--- config.mk ---
export PLATFORM = sky130hd
export DESIGN_NAME = ppc_port_pin_control
export DESIGN_NICKNAME = d
export VERILOG_FILES = /design/src/rtl/ppc_pkg.sv /design/src/rtl/ppc_pin_cell.sv /design/src/rtl/ppc_port_pin_control.sv
export SDC_FILE = /design/constraint.sdc
export NUM_CORES = 1
export LEC_CHECK = 0
export BUFFER_PORTS_ARGS = -buffer_cell sky130_fd_sc_hd__clkbuf_2
export CAP_MARGIN = 40
export CELL_PAD_IN_SITES_DETAIL_PLACEMENT = 1
export CELL_PAD_IN_SITES_GLOBAL_PLACEMENT = 1
export CORE_MARGIN = 4
export CORE_UTILIZATION = 40
export DETAILED_ROUTE_END_ITERATION = 6
export GPL_TIMING_DRIVEN = 0
export HOLD_SLACK_MARGIN = 0.02
export PLACE_DENSITY = 0.83
export REMOVE_ABC_BUFFERS = 1
export SLEW_MARGIN = 20
export SYNTH_ARGS = -nofsm -noshare
export SYNTH_HDL_FRONTEND = slang
export SYNTH_SLANG_ARGS = --single-unit
--- constraint.sdc ---
create_clock -name pclk -period 1.95 [get_ports pclk]
set_input_delay 0.0975 -clock pclk [delete_from_list [all_inputs] [get_ports pclk]]
set_output_delay 0.0975 -clock pclk [all_outputs]
set_load 0.01 [all_outputs]
--- src/rtl/ppc_pkg.sv ---
/*
 * Package for the port pin control block: register offsets, reset values,
 * field widths and the packed carriers shared by the block and its pin cell.
 * Assumes a 32-bit APB bus with word-aligned registers.
 */
package ppc_pkg;

    localparam int          PPC_PINS       = 8;
    localparam int          PPC_AW         = 8;

    // ************************************************************
    // Register offsets (byte addresses)
    // ************************************************************
    localparam logic [7:0]  OFS_PORTA_DIR  = 8'h00;
    localparam logic [7:0]  OFS_PORTA_DATA = 8'h04;
    localparam logic [7:0]  OFS_PORTA_PUE  = 8'h08;
    localparam logic [7:0]  OFS_PORTA_SLEW = 8'h0C;
    localparam logic [7:0]  OFS_PORTA_ANA  = 8'h10;
    localparam logic [7:0]  OFS_PORTA_SEL  = 8'h14;
    localparam logic [7:0]  OFS_PORTA_POL  = 8'h18;
    localparam logic [7:0]  OFS_PORTA_PIN  = 8'h1C;
    localparam logic [7:0]  OFS_IRQ_STAT   = 8'h20;
    localparam logic [7:0]  OFS_IRQ_MASK   = 8'h24;
    localparam logic [7:0]  OFS_PORTF_DIR  = 8'h28;
    localparam logic [7:0]  OFS_PORTF_DATA = 8'h2C;
    localparam logic [7:0]  OFS_PORTF_PUE  = 8'h30;
    localparam logic [7:0]  OFS_PORTF_SLEW = 8'h34;
    localparam logic [7:0]  OFS_PORTF_ANA  = 8'h38;
    localparam logic [7:0]  OFS_PORTF_DRV  = 8'h3C;
    localparam logic [7:0]  OFS_PORTF_PIN  = 8'h40;

    // ************************************************************
    // Reset values
    // ************************************************************
    localparam logic [7:0]  RST_ZERO       = 8'h00;
    localparam logic [7:0]  RST_SEL        = 8'h00;
    localparam logic [7:0]  RST_POL        = 8'h00;
    localparam logic [7:0]  RST_DRV        = 8'h00;
    localparam logic [7:0]  RST_SLEW       = 8'h00;

    // Per-pin configuration carried to the pin cell
    typedef struct packed {
        logic dir_out;
        logic data_out;
        logic periph_out_en;
        logic periph_out;
        logic pullup_en;
        logic slew_en;
        logic analog_en;
        logic pull_down_sel;
        logic drive_hi;
    } ppc_pin_cfg_s;

    // Per-pin pad controls
    typedef struct packed {
        logic pad_out;
        logic pad_oe_n;
        logic pull_up_on;
        logic pull_down_on;
        logic slew_on;
        logic drive_hi_on;
        logic analog_on;
    } ppc_pad_ctl_s;

endpackage : ppc_pkg

--- src/rtl/ppc_pin_cell.sv ---
/*
 * One pin's control cell: analog priority, pull gating, slew and drive
 * qualification. Purely combinational.
 * Assumes the configuration comes from registers and peripheral override inputs in the parent.
 */
`timescale 1ns/10ps
module ppc_pin_cell
    import ppc_pkg::*;
(
    // Configuration
    input  wire ppc_pin_cfg_s cfg,
    // Pad controls
    output ppc_pad_ctl_s      ctl
);

    logic out_active;

    // Analog wins over any digital output
    assign out_active = (cfg.dir_out | cfg.periph_out_en) & ~cfg.analog_en;

    always_comb begin
        ctl.analog_on    = cfg.analog_en;
        ctl.pad_out      = cfg.periph_out_en ? cfg.periph_out : cfg.data_out;
        ctl.pad_oe_n     = ~out_active;
        ctl.pull_up_on   = cfg.pullup_en & ~out_active & ~cfg.analog_en
                           & ~cfg.pull_down_sel;
        ctl.pull_down_on = cfg.pullup_en & ~out_active & ~cfg.analog_en
                           & cfg.pull_down_sel;
        ctl.slew_on      = cfg.slew_en & out_active;
        ctl.drive_hi_on  = cfg.drive_hi & out_active;
    end

endmodule : ppc_pin_cell

--- src/rtl/ppc_port_pin_control.sv ---
/*
 * Port pin control for ports A and F: APB register file, per-pin pad
 * control cells and the port A pin interrupt with sticky status and mask.
 * Assumes pins are synchronous to pclk and peripheral overrides come in
 * as plain inputs.
 */
// Chosen here: the placing of the registers and the APB register port.
`timescale 1ns/10ps
module ppc_port_pin_control
    import ppc_pkg::*;
(
    // Clock and reset
    input  wire logic                 pclk,
    input  wire logic                 presetn,
    // APB slave
    input  wire logic                 psel,
    input  wire logic                 penable,
    input  wire logic                 pwrite,
    input  wire logic [PPC_AW-1:0]    paddr,
    input  wire logic [31:0]          pwdata,
    output logic      [31:0]          prdata,
    output logic                      pready,
    output logic                      pslverr,
    // Port A pins and peripheral overrides
    input  wire logic [PPC_PINS-1:0]  porta_pin_in,
    input  wire logic [PPC_PINS-1:0]  porta_periph_oe,
    input  wire logic [PPC_PINS-1:0]  porta_periph_out,
    output ppc_pad_ctl_s              porta_pad [PPC_PINS],
    // Port F pins and peripheral overrides
    input  wire logic [PPC_PINS-1:0]  portf_pin_in,
    input  wire logic [PPC_PINS-1:0]  portf_periph_oe,
    input  wire logic [PPC_PINS-1:0]  portf_periph_out,
    output ppc_pad_ctl_s              portf_pad [PPC_PINS],
    // Interrupt
    output logic                      irq
);

    // ************************************************************
    // Registers
    // ************************************************************
    logic [7:0] a_dir_q, a_data_q, a_pue_q, a_slew_q, a_ana_q;
    logic [7:0] a_sel_q, a_pol_q, irq_stat_q, irq_stat_d, irq_mask_q;
    logic [7:0] f_dir_q, f_data_q, f_pue_q, f_slew_q, f_ana_q, f_drv_q;
    logic [7:0] a_pin_q, a_act_q, a_act_d, a_event;
    logic       wr_en, rd_en, addr_ok;
    logic [7:0] wdat;

    assign wr_en  = psel & penable & pwrite;
    assign rd_en  = psel & penable & ~pwrite;
    assign wdat   = pwdata[7:0];
    assign pready = 1'b1;

    // ************************************************************
    // Address decode check
    // ************************************************************
    always_comb begin
        if (paddr == OFS_PORTA_DIR || paddr == OFS_PORTA_DATA || paddr == OFS_PORTA_PUE
            || paddr == OFS_PORTA_SLEW || paddr == OFS_PORTA_ANA) begin
            addr_ok = 1'b1;
        end else if (paddr == OFS_PORTA_SEL || paddr == OFS_PORTA_POL
            || paddr == OFS_PORTA_PIN || paddr == OFS_IRQ_STAT || paddr == OFS_IRQ_MASK) begin
            addr_ok = 1'b1;
        end else if (paddr == OFS_PORTF_DIR || paddr == OFS_PORTF_DATA
            || paddr == OFS_PORTF_PUE || paddr == OFS_PORTF_SLEW) begin
            addr_ok = 1'b1;
        end else if (paddr == OFS_PORTF_ANA || paddr == OFS_PORTF_DRV
            || paddr == OFS_PORTF_PIN) begin
            addr_ok = 1'b1;
        end else begin
            addr_ok = 1'b0;
        end
    end

    assign pslverr = psel & penable & ~addr_ok;

    // ************************************************************
    // Port A configuration
    // ************************************************************
    always_ff @(posedge pclk or negedge presetn) begin
        if (!presetn) begin
            a_dir_q  <= RST_ZERO;
            a_data_q <= RST_ZERO;
            a_pue_q  <= RST_ZERO;
            a_slew_q <= RST_SLEW;
            a_ana_q  <= RST_ZERO;
        end else if (wr_en) begin
            if (paddr == OFS_PORTA_DIR) begin
                a_dir_q <= wdat;
            end else if (paddr == OFS_PORTA_DATA) begin
                a_data_q <= wdat;
            end else if (paddr == OFS_PORTA_PUE) begin
                a_pue_q <= wdat;
            end else if (paddr == OFS_PORTA_SLEW) begin
                a_slew_q <= wdat;
            end else if (paddr == OFS_PORTA_ANA) begin
                a_ana_q <= wdat;
            end
        end
    end

    // ************************************************************
    // Port A interrupt configuration
    // ************************************************************
    always_ff @(posedge pclk or negedge presetn) begin
        if (!presetn) begin
            a_sel_q    <= RST_SEL;
            a_pol_q    <= RST_POL;
            irq_mask_q <= RST_ZERO;
        end else if (wr_en) begin
            if (paddr == OFS_PORTA_SEL) begin
                a_sel_q <= wdat;
            end else if (paddr == OFS_PORTA_POL) begin
                a_pol_q <= wdat;
            end else if (paddr == OFS_IRQ_MASK) begin
                irq_mask_q <= wdat;
            end
        end
    end

    // ************************************************************
    // Port F configuration
    // ************************************************************
    always_ff @(posedge pclk or negedge presetn) begin
        if (!presetn) begin
            f_dir_q  <= RST_ZERO;
            f_data_q <= RST_ZERO;
            f_pue_q  <= RST_ZERO;
            f_slew_q <= RST_SLEW;
            f_ana_q  <= RST_ZERO;
            f_drv_q  <= RST_DRV;
        end else if (wr_en) begin
            if (paddr == OFS_PORTF_DIR) begin
                f_dir_q <= wdat;
            end else if (paddr == OFS_PORTF_DATA) begin
                f_data_q <= wdat;
            end else if (paddr == OFS_PORTF_PUE) begin
                f_pue_q <= wdat;
            end else if (paddr == OFS_PORTF_SLEW) begin
                f_slew_q <= wdat;
            end else if (paddr == OFS_PORTF_ANA) begin
                f_ana_q <= wdat;
            end else if (paddr == OFS_PORTF_DRV) begin
                f_drv_q <= wdat;
            end
        end
    end

    // ************************************************************
    // Port A interrupt detection
    // ************************************************************
    // Condition true when pin matches polarity: 0 low, 1 high
    assign a_act_d = ~(porta_pin_in ^ a_pol_q);

    always_ff @(posedge pclk or negedge presetn) begin
        if (!presetn) begin
            a_pin_q <= RST_ZERO;
            a_act_q <= RST_ZERO;
        end else begin
            a_pin_q <= porta_pin_in;
            a_act_q <= a_act_d;
        end
    end

    // Edge into the active state on a selected pin
    assign a_event = a_sel_q & a_act_d & ~a_act_q;

    always_comb begin
        irq_stat_d = irq_stat_q;
        if (wr_en && paddr == OFS_IRQ_STAT) begin
            irq_stat_d = irq_stat_q & ~wdat;
        end
        // Set beats a simultaneous clear
        irq_stat_d = irq_stat_d | a_event;
    end

    always_ff @(posedge pclk or negedge presetn) begin
        if (!presetn) begin
            irq_stat_q <= RST_ZERO;
        end else begin
            irq_stat_q <= irq_stat_d;
        end
    end

    assign irq = |(irq_stat_q & irq_mask_q);

    // ************************************************************
    // Read data
    // ************************************************************
    always_ff @(posedge pclk or negedge presetn) begin
        if (!presetn) begin
            prdata <= 32'h0000_0000;
        end else if (psel && !penable && !pwrite) begin
            if (paddr == OFS_PORTA_DIR) begin
                prdata <= {24'h00_0000, a_dir_q};
            end else if (paddr == OFS_PORTA_DATA) begin
                prdata <= {24'h00_0000, a_data_q};
            end else if (paddr == OFS_PORTA_PUE) begin
                prdata <= {24'h00_0000, a_pue_q};
            end else if (paddr == OFS_PORTA_SLEW) begin
                prdata <= {24'h00_0000, a_slew_q};
            end else if (paddr == OFS_PORTA_ANA) begin
                prdata <= {24'h00_0000, a_ana_q};
            end else if (paddr == OFS_PORTA_SEL) begin
                prdata <= {24'h00_0000, a_sel_q};
            end else if (paddr == OFS_PORTA_POL) begin
                prdata <= {24'h00_0000, a_pol_q};
            end else if (paddr == OFS_PORTA_PIN) begin
                prdata <= {24'h00_0000, a_pin_q};
            end else if (paddr == OFS_IRQ_STAT) begin
                prdata <= {24'h00_0000, irq_stat_q};
            end else if (paddr == OFS_IRQ_MASK) begin
                prdata <= {24'h00_0000, irq_mask_q};
            end else if (paddr == OFS_PORTF_DIR) begin
                prdata <= {24'h00_0000, f_dir_q};
            end else if (paddr == OFS_PORTF_DATA) begin
                prdata <= {24'h00_0000, f_data_q};
            end else if (paddr == OFS_PORTF_PUE) begin
                prdata <= {24'h00_0000, f_pue_q};
            end else if (paddr == OFS_PORTF_SLEW) begin
                prdata <= {24'h00_0000, f_slew_q};
            end else if (paddr == OFS_PORTF_ANA) begin
                prdata <= {24'h00_0000, f_ana_q};
            end else if (paddr == OFS_PORTF_DRV) begin
                prdata <= {24'h00_0000, f_drv_q};
            end else if (paddr == OFS_PORTF_PIN) begin
                prdata <= {24'h00_0000, portf_pin_in};
            end else begin
                prdata <= 32'h0000_0000;
            end
        end
    end

    // ************************************************************
    // Pin cells
    // ************************************************************
    generate
        for (genvar i = 0; i < PPC_PINS; i++) begin : g_pin
            ppc_pin_cfg_s a_cfg, f_cfg;

            always_comb begin
                a_cfg.dir_out       = a_dir_q[i];
                a_cfg.data_out      = a_data_q[i];
                a_cfg.periph_out_en = porta_periph_oe[i];
                a_cfg.periph_out    = porta_periph_out[i];
                a_cfg.pullup_en     = a_pue_q[i];
                a_cfg.slew_en       = a_slew_q[i];
                a_cfg.analog_en     = a_ana_q[i];
                a_cfg.pull_down_sel = a_pol_q[i];
                a_cfg.drive_hi      = 1'b0;
                f_cfg.dir_out       = f_dir_q[i];
                f_cfg.data_out      = f_data_q[i];
                f_cfg.periph_out_en = portf_periph_oe[i];
                f_cfg.periph_out    = portf_periph_out[i];
                f_cfg.pullup_en     = f_pue_q[i];
                f_cfg.slew_en       = f_slew_q[i];
                f_cfg.analog_en     = f_ana_q[i];
                f_cfg.pull_down_sel = 1'b0;
                f_cfg.drive_hi      = f_drv_q[i];
            end

            ppc_pin_cell u_a (
                .cfg (a_cfg),
                .ctl (porta_pad[i])
            );

            ppc_pin_cell u_f (
                .cfg (f_cfg),
                .ctl (portf_pad[i])
            );
        end
    endgenerate
endmodule : ppc_port_pin_control

[After elaboration in Yosys (flattened, before gate mapping)]
Cells that the tools add are included.
Storage, ports and cells
  bits in registers: 168
  bits of input ports: 93
  output and inout bits: 147
  word-level logic and storage cells: 274
Operators by class
  equality and inequality tests: 16
  muxes and demuxes: 38
  bitwise logic cells: 168
  reductions and logical operators: 34
Operator list (count)
  $mux W8: 18
  $and A1 B1 Y1: 91
  $eq A8 B6 Y1 const B: 8
  $not A1 Y1: 52
  $and A8 B8 Y8: 4
  $eq A8 B5 Y1 const B: 4
  $not A8 Y8: 3
  $mux W1: 20
  $eq A8 B4 Y1 const B: 2
  $or A1 B1 Y1: 16
  $logic_or A1 B1 Y1: 13
  $reduce_and A4 Y1: 3
  $reduce_and A6 Y1: 2
  $reduce_and A5 Y1: 2
  $reduce_and A3 Y1: 3
  $eq A8 B3 Y1 const B: 1
  $eq A8 B7 Y1 const B: 1
  $logic_not A8 Y1: 1
  $or A8 B8 Y8: 1
  $reduce_or A8 Y1: 1
  $xor A8 B8 Y8: 1
  $reduce_and A7 Y1: 1
  $reduce_and A2 Y1: 3
  $logic_and A1 B1 Y1: 3
  $logic_not A1 Y1: 2

[Logic depth before layout (Yosys ltp)]
  word-level depth: 18
  mapped depth: 9

[Modules after synthesis]
From an unflattened synthesis, not the netlist that was laid out.
Second synthesis, totals
  cell total of the unflattened synthesis: 807
  area, all modules: 8483.1 µm²
Modules (own cells, without submodules)
  ppc_port_pin_control: instances 1, cells an instance 679, area each 7382.1 µm², seq. area each 3603.5 µm²
  ppc_pin_cell: instances 16, cells an instance 8, area each 68.8 µm², seq. area each 0.0 µm²

[Worst setup path after synthesis]
No wires, ideal clock.
  path type: input -> register
  start point: input port paddr[6]
  end point: register prdata[4]
  library setup time: 0.127 ns
  data arrival time: 1.593 ns
  path slack: 0.231 ns
  stages on the path: 7
  path buffers: 1
  path through: buf_4 -> or4_4 -> or4_1 -> o221ai_1 -> nand3_1 -> o211ai_1 -> a21oi_1
Between the ends
  longest elaborated chain between the ends: 18
  elaborated cells on any way between the ends: 34
  those cells by class: eq/ne (16); mux (17); reduce/logical (1)
Ends and longest elaborated chain
  from (decl): RTL line ppc_port_pin_control.sv:19  | input wire logic [PPC_AW-1:0] paddr,
  $eq A8 B7 Y1: RTL line ppc_port_pin_control.sv:225  | end else if (paddr == OFS_PORTF_PIN) begin
  $mux W8: RTL line ppc_port_pin_control.sv:225
  $mux W8: RTL line ppc_port_pin_control.sv:223  | end else if (paddr == OFS_PORTF_DRV) begin
  $mux W8: RTL line ppc_port_pin_control.sv:221  | end else if (paddr == OFS_PORTF_ANA) begin
  $mux W8: RTL line ppc_port_pin_control.sv:219  | end else if (paddr == OFS_PORTF_SLEW) begin
  $mux W8: RTL line ppc_port_pin_control.sv:217  | end else if (paddr == OFS_PORTF_PUE) begin
  $mux W8: RTL line ppc_port_pin_control.sv:215  | end else if (paddr == OFS_PORTF_DATA) begin
  $mux W8: RTL line ppc_port_pin_control.sv:213  | end else if (paddr == OFS_PORTF_DIR) begin
  [2 not listed]
  $mux W8: RTL line ppc_port_pin_control.sv:207  | end else if (paddr == OFS_PORTA_PIN) begin
  $mux W8: RTL line ppc_port_pin_control.sv:205  | end else if (paddr == OFS_PORTA_POL) begin
  $mux W8: RTL line ppc_port_pin_control.sv:203  | end else if (paddr == OFS_PORTA_SEL) begin
  $mux W8: RTL line ppc_port_pin_control.sv:201  | end else if (paddr == OFS_PORTA_ANA) begin
  $mux W8: RTL line ppc_port_pin_control.sv:199  | end else if (paddr == OFS_PORTA_SLEW) begin
  $mux W8: RTL line ppc_port_pin_control.sv:197  | end else if (paddr == OFS_PORTA_PUE) begin
  $mux W8: RTL line ppc_port_pin_control.sv:195  | end else if (paddr == OFS_PORTA_DATA) begin
  $mux W8 *: RTL line ppc_port_pin_control.sv:193  | if (paddr == OFS_PORTA_DIR) begin
  to (signal assigned): RTL line ppc_port_pin_control.sv:194  | prdata <= {24'h00_0000, a_dir_q};
  to (signal assigned): RTL line ppc_port_pin_control.sv:196  | prdata <= {24'h00_0000, a_data_q};
  to (signal assigned): RTL line ppc_port_pin_control.sv:198  | prdata <= {24'h00_0000, a_pue_q};
  to (decl): RTL line ppc_port_pin_control.sv:21  | output logic [31:0] prdata,
Mark *: on every way between the ends. The rest lies on a longest branch, timed or not.
A chain may end at the register's enable or synchronous reset.

[Worst setup path in the final report]
  start point: input port paddr[2]
  end point: register prdata[1]
The elaborated chain is that of the path after synthesis.

==> results.txt <==
Status -> finished clean
Max clock buf depth -> 2
Final period demand of the worst path -> 1890 ps
H-tree levels -> 4
# setup viols final -> 0
Post-layout util -> 50.6%
Reported net switching power -> 1.96 mW
CP Data Arrival Time -> 2260 ps
Flip-flop and latch count after synthesis -> 144
Final hold slack -> 105 ps
Final Hold Vio Count -> 0
Sequence of cells on the critical path -> clkbuf_4 -> buf_16 -> or4_4 -> nor2_4 -> a221oi_1 -> and3_1 -> a221oi_2 -> a211o_1
Peak supply drop -> 0.595 mV
Type of the tightest min-delay check -> primary input to flip-flop
Top cells by count, synth -> sky130_fd_sc_hd__dfrtp_1 (144), sky130_fd_sc_hd__mux2_2 (118), sky130_fd_sc_hd__nor2_1 (66)
Total gr overflow -> 0
Number of nets still failing antenna checks after routing -> 0
Switching Fraction -> 26.1%
Total detailed-routing wirelength -> 29.7 mm
Via count of the routed design -> 7,335
CP max FO -> 25
Number of global-route vias before repair -> 7,665
Met1 Resource Use GR -> 31.5%
Placed cell area -> 9350 sq um
Library cell with the largest summed area after synthesis -> sky130_fd_sc_hd__dfrtp_1
Avg Vias per Cell -> 5.75
Count of buffering cells on the critical path with inverters included -> 2
Portion of total power attributed to the clock network -> 46.9%
Floorplan row count -> 52
Clock skew after layout -> 7.98 ps
Die Area -> 23,400 sq um
Global-route wire length before repair -> 45.0 mm
Max-slew violation count -> 0
Critical path's largest stage delay -> 600 ps
Initial cell density of the core -> 41.1%
Post-synthesis instance area -> 8390 sq um
Setup Total Neg Slack -> 0 ps
Fraction of registers with async set or reset after synthesis -> 100%
Kind of end point of the critical path -> flip-flop
Total Routing Usage GR -> 24.8%
Clock tree from TritonCTS -> yes
Distinct cell type count of the synthesized netlist -> 79
Clock buffers created by TritonCTS -> 17
Total half-perimeter wirelength after legalization and detailed placement -> 20.7 mm
Top cells by area in the synthesized netlist -> sky130_fd_sc_hd__dfrtp_1 (43%), sky130_fd_sc_hd__mux2_2 (16%), sky130_fd_sc_hd__buf_4 (3.9%), sky130_fd_sc_hd__nor2_1 (3.0%), sky130_fd_sc_hd__nand2_1 (2.8%)
I/O pin total -> 240
Static leakage -> 5.03 nW
Die Height -> 153 um
Busiest metal layer after global routing -> met2
Critical path launch point type -> primary input
Number of antenna violations at the first check in global routing -> 0
Clock-pin slew on the worst setup and hold paths -> 60 ps
Cell class contributing the biggest share of worst-path delay -> simple AND/OR/NAND/NOR gates
DRC violation count after routing -> 0
Weighted congestion at the end of routability-driven global placement -> 0.864
Final Net Count -> 1,086
Max Clk Rate -> 530 MHz
First-pass DRT Iterations -> 6
Sequential element share of the synthesized area -> 43.0%
Synthesis Warnings -> 0
Sequential Power Share -> 41.9%
Actual slew at the worst max-slew pin -> 788 ps
Cell with the most instances after synthesis -> sky130_fd_sc_hd__dfrtp_1
Skew-Pair Late Insertion Delay -> 440 ps
Syn Inst Count -> 805
Met3 demand-to-capacity share in global routing -> 6.73%
Area of the core -> 20,400 sq um
Period utilization -> 96.7%
RSZ-0062 raised after global routing -> false
Total non-filler cell area in the finished layout -> 10,300 sq um
CP required -> 2330 ps
Number of clock sinks seen by CTS -> 144
Signed area change from the synthesized netlist to the final layout -> 23.2%
P per Cell Area -> 726 nW/um^2
Category of the most critical setup path -> primary input to flip-flop
Chip Width -> 153 um
Root buffer cell -> sky130_fd_sc_hd__clkbuf_16
Max-cap violation count -> 0
Proportion of layout cells with a drive suffix above 1 -> 39.5%
Internal power consumption -> 5.55 mW
Met2 GRT Util -> 41.2%
Synth top area share -> 43.0%
Pin count of the biggest net entering global routing -> 91
Iteration-0 DRC Markers -> 665
Combinational power share -> 11.3%
Highest-delay cell along the critical path -> sky130_fd_sc_hd__or4_4
Syn avg cell area -> 10.4 sq um
Count of antenna diodes in the layout -> 0
Number of port buffers -> 174
Number of synthesized flops with an enable pin -> 0
Most used flip-flop cell after synthesis -> sky130_fd_sc_hd__dfrtp_1
Wire length per cell after detailed routing -> 23.3 um
Max-Slew Margin vs Limit -> 47.2%
==> path summary, 6_finish.rpt <==
check,slack (ps),cells after the start,end,start
setup / recovery,60,8,prdata[1],paddr[2]
hold / removal,100,4,prdata[4],pwrite
setup reg to reg,140,5,prdata[6],a_sel_q[6]
hold reg to reg,510,1,a_slew_q[2],a_slew_q[2]
max in group asynchronous,950,3,a_pol_q[4],presetn
min in group asynchronous,190,2,a_slew_q[5],presetn
==> worst register-to-register path, delay by kind of cell, from the launching register on <==
family | cells | cell delay [ps]
AOI/OAI and AO/OA | 4 | 950
DFF | 1 | 410
and+or+nand+nor | 1 | 340
==> cells in the final DEF, fill, tap and decap left out, drive strengths merged, types with 8 or more instances in the layout <==
master	n
clkbuf	191
dfrtp	144
mux2	131
nor2	72
nand2	63
conb	41
a21oi	31
inv	28
buf	28
o21ai	22
nand3	17
and2	17
a22oi	14
nor3	14
nand2b	12
nor4b	11
a32o	10
mux2i	10
or2	9
o22ai	9
dlygate4sd3	9
nor3b	9
xnor2	8
==> kinds of logic after synthesis <==
logic type                after synthesis  synth area share [%]
and+or+nand+nor                       256                  17.3
AOI/OAI and AO/OA                     145                  12.7
DFF                                   144                  43.0
muxes                                 141                  18.8
buffers and inverters                 109                  7.41
xor gates and xnor gates                8                 0.835
other                                   2                0.0895
==> layout make-up <==
class                   instances  area [sq um]
clock buffers                  18           439
clock inverters                14           190
fillers                      2288         10100
inverters                      29           113
multi-input cells             591          4380
flip-flops and latches        144          3600
well taps                     270           338
repair buffers                210          1280
==> routing by layer <==
metal | up-vias | share of wire [%] | routed length, um
li1 | 3233 | - | -
met1 | 3668 | 40 | 12000
met2 | 378 | 48 | 14400
met3 | 56 | 8.8 | 2630
met4 | 0 | 2.7 | 792
met5 | - | 0 | 0
==> timing repair <==
action	in CTS	in global routing
pin swaps	3	7
setup endpoints to repair	121	62
gates cloned	0	1
hold endpoints to repair	70	0
hold buffers	9	0
resized for setup	10	10
buffers inserted	10	9
==> power groups by stage <==
| stage | registers [mW] | clock network, mW | logic [mW] |
|---|---|---|---|
| 2_1_floorplan | 3.18 | 0 | 0.345 |
| 3_5_place_dp | 3.20 | 0 | 0.782 |
| 3_3_place_gp | 3.19 | 0 | 0.734 |
| 6_report | 3.14 | 3.52 | 0.845 |
| 5_1_grt | 3.15 | 3.68 | 0.917 |
| 4_1_cts | 3.14 | 3.55 | 0.814 |
==> stage by stage <==
stage	total power, mW	instances	setup slack, ps
6_report	7.51	1276	64.3
5_1_grt	7.75	1276	7.54
4_1_cts	7.51	1265	-45.7
3_5_place_dp	3.98	1214	-943
3_3_place_gp	3.93	1208	-2660
2_1_floorplan	3.53	764	-172
(Power assumes the default switching activity.)
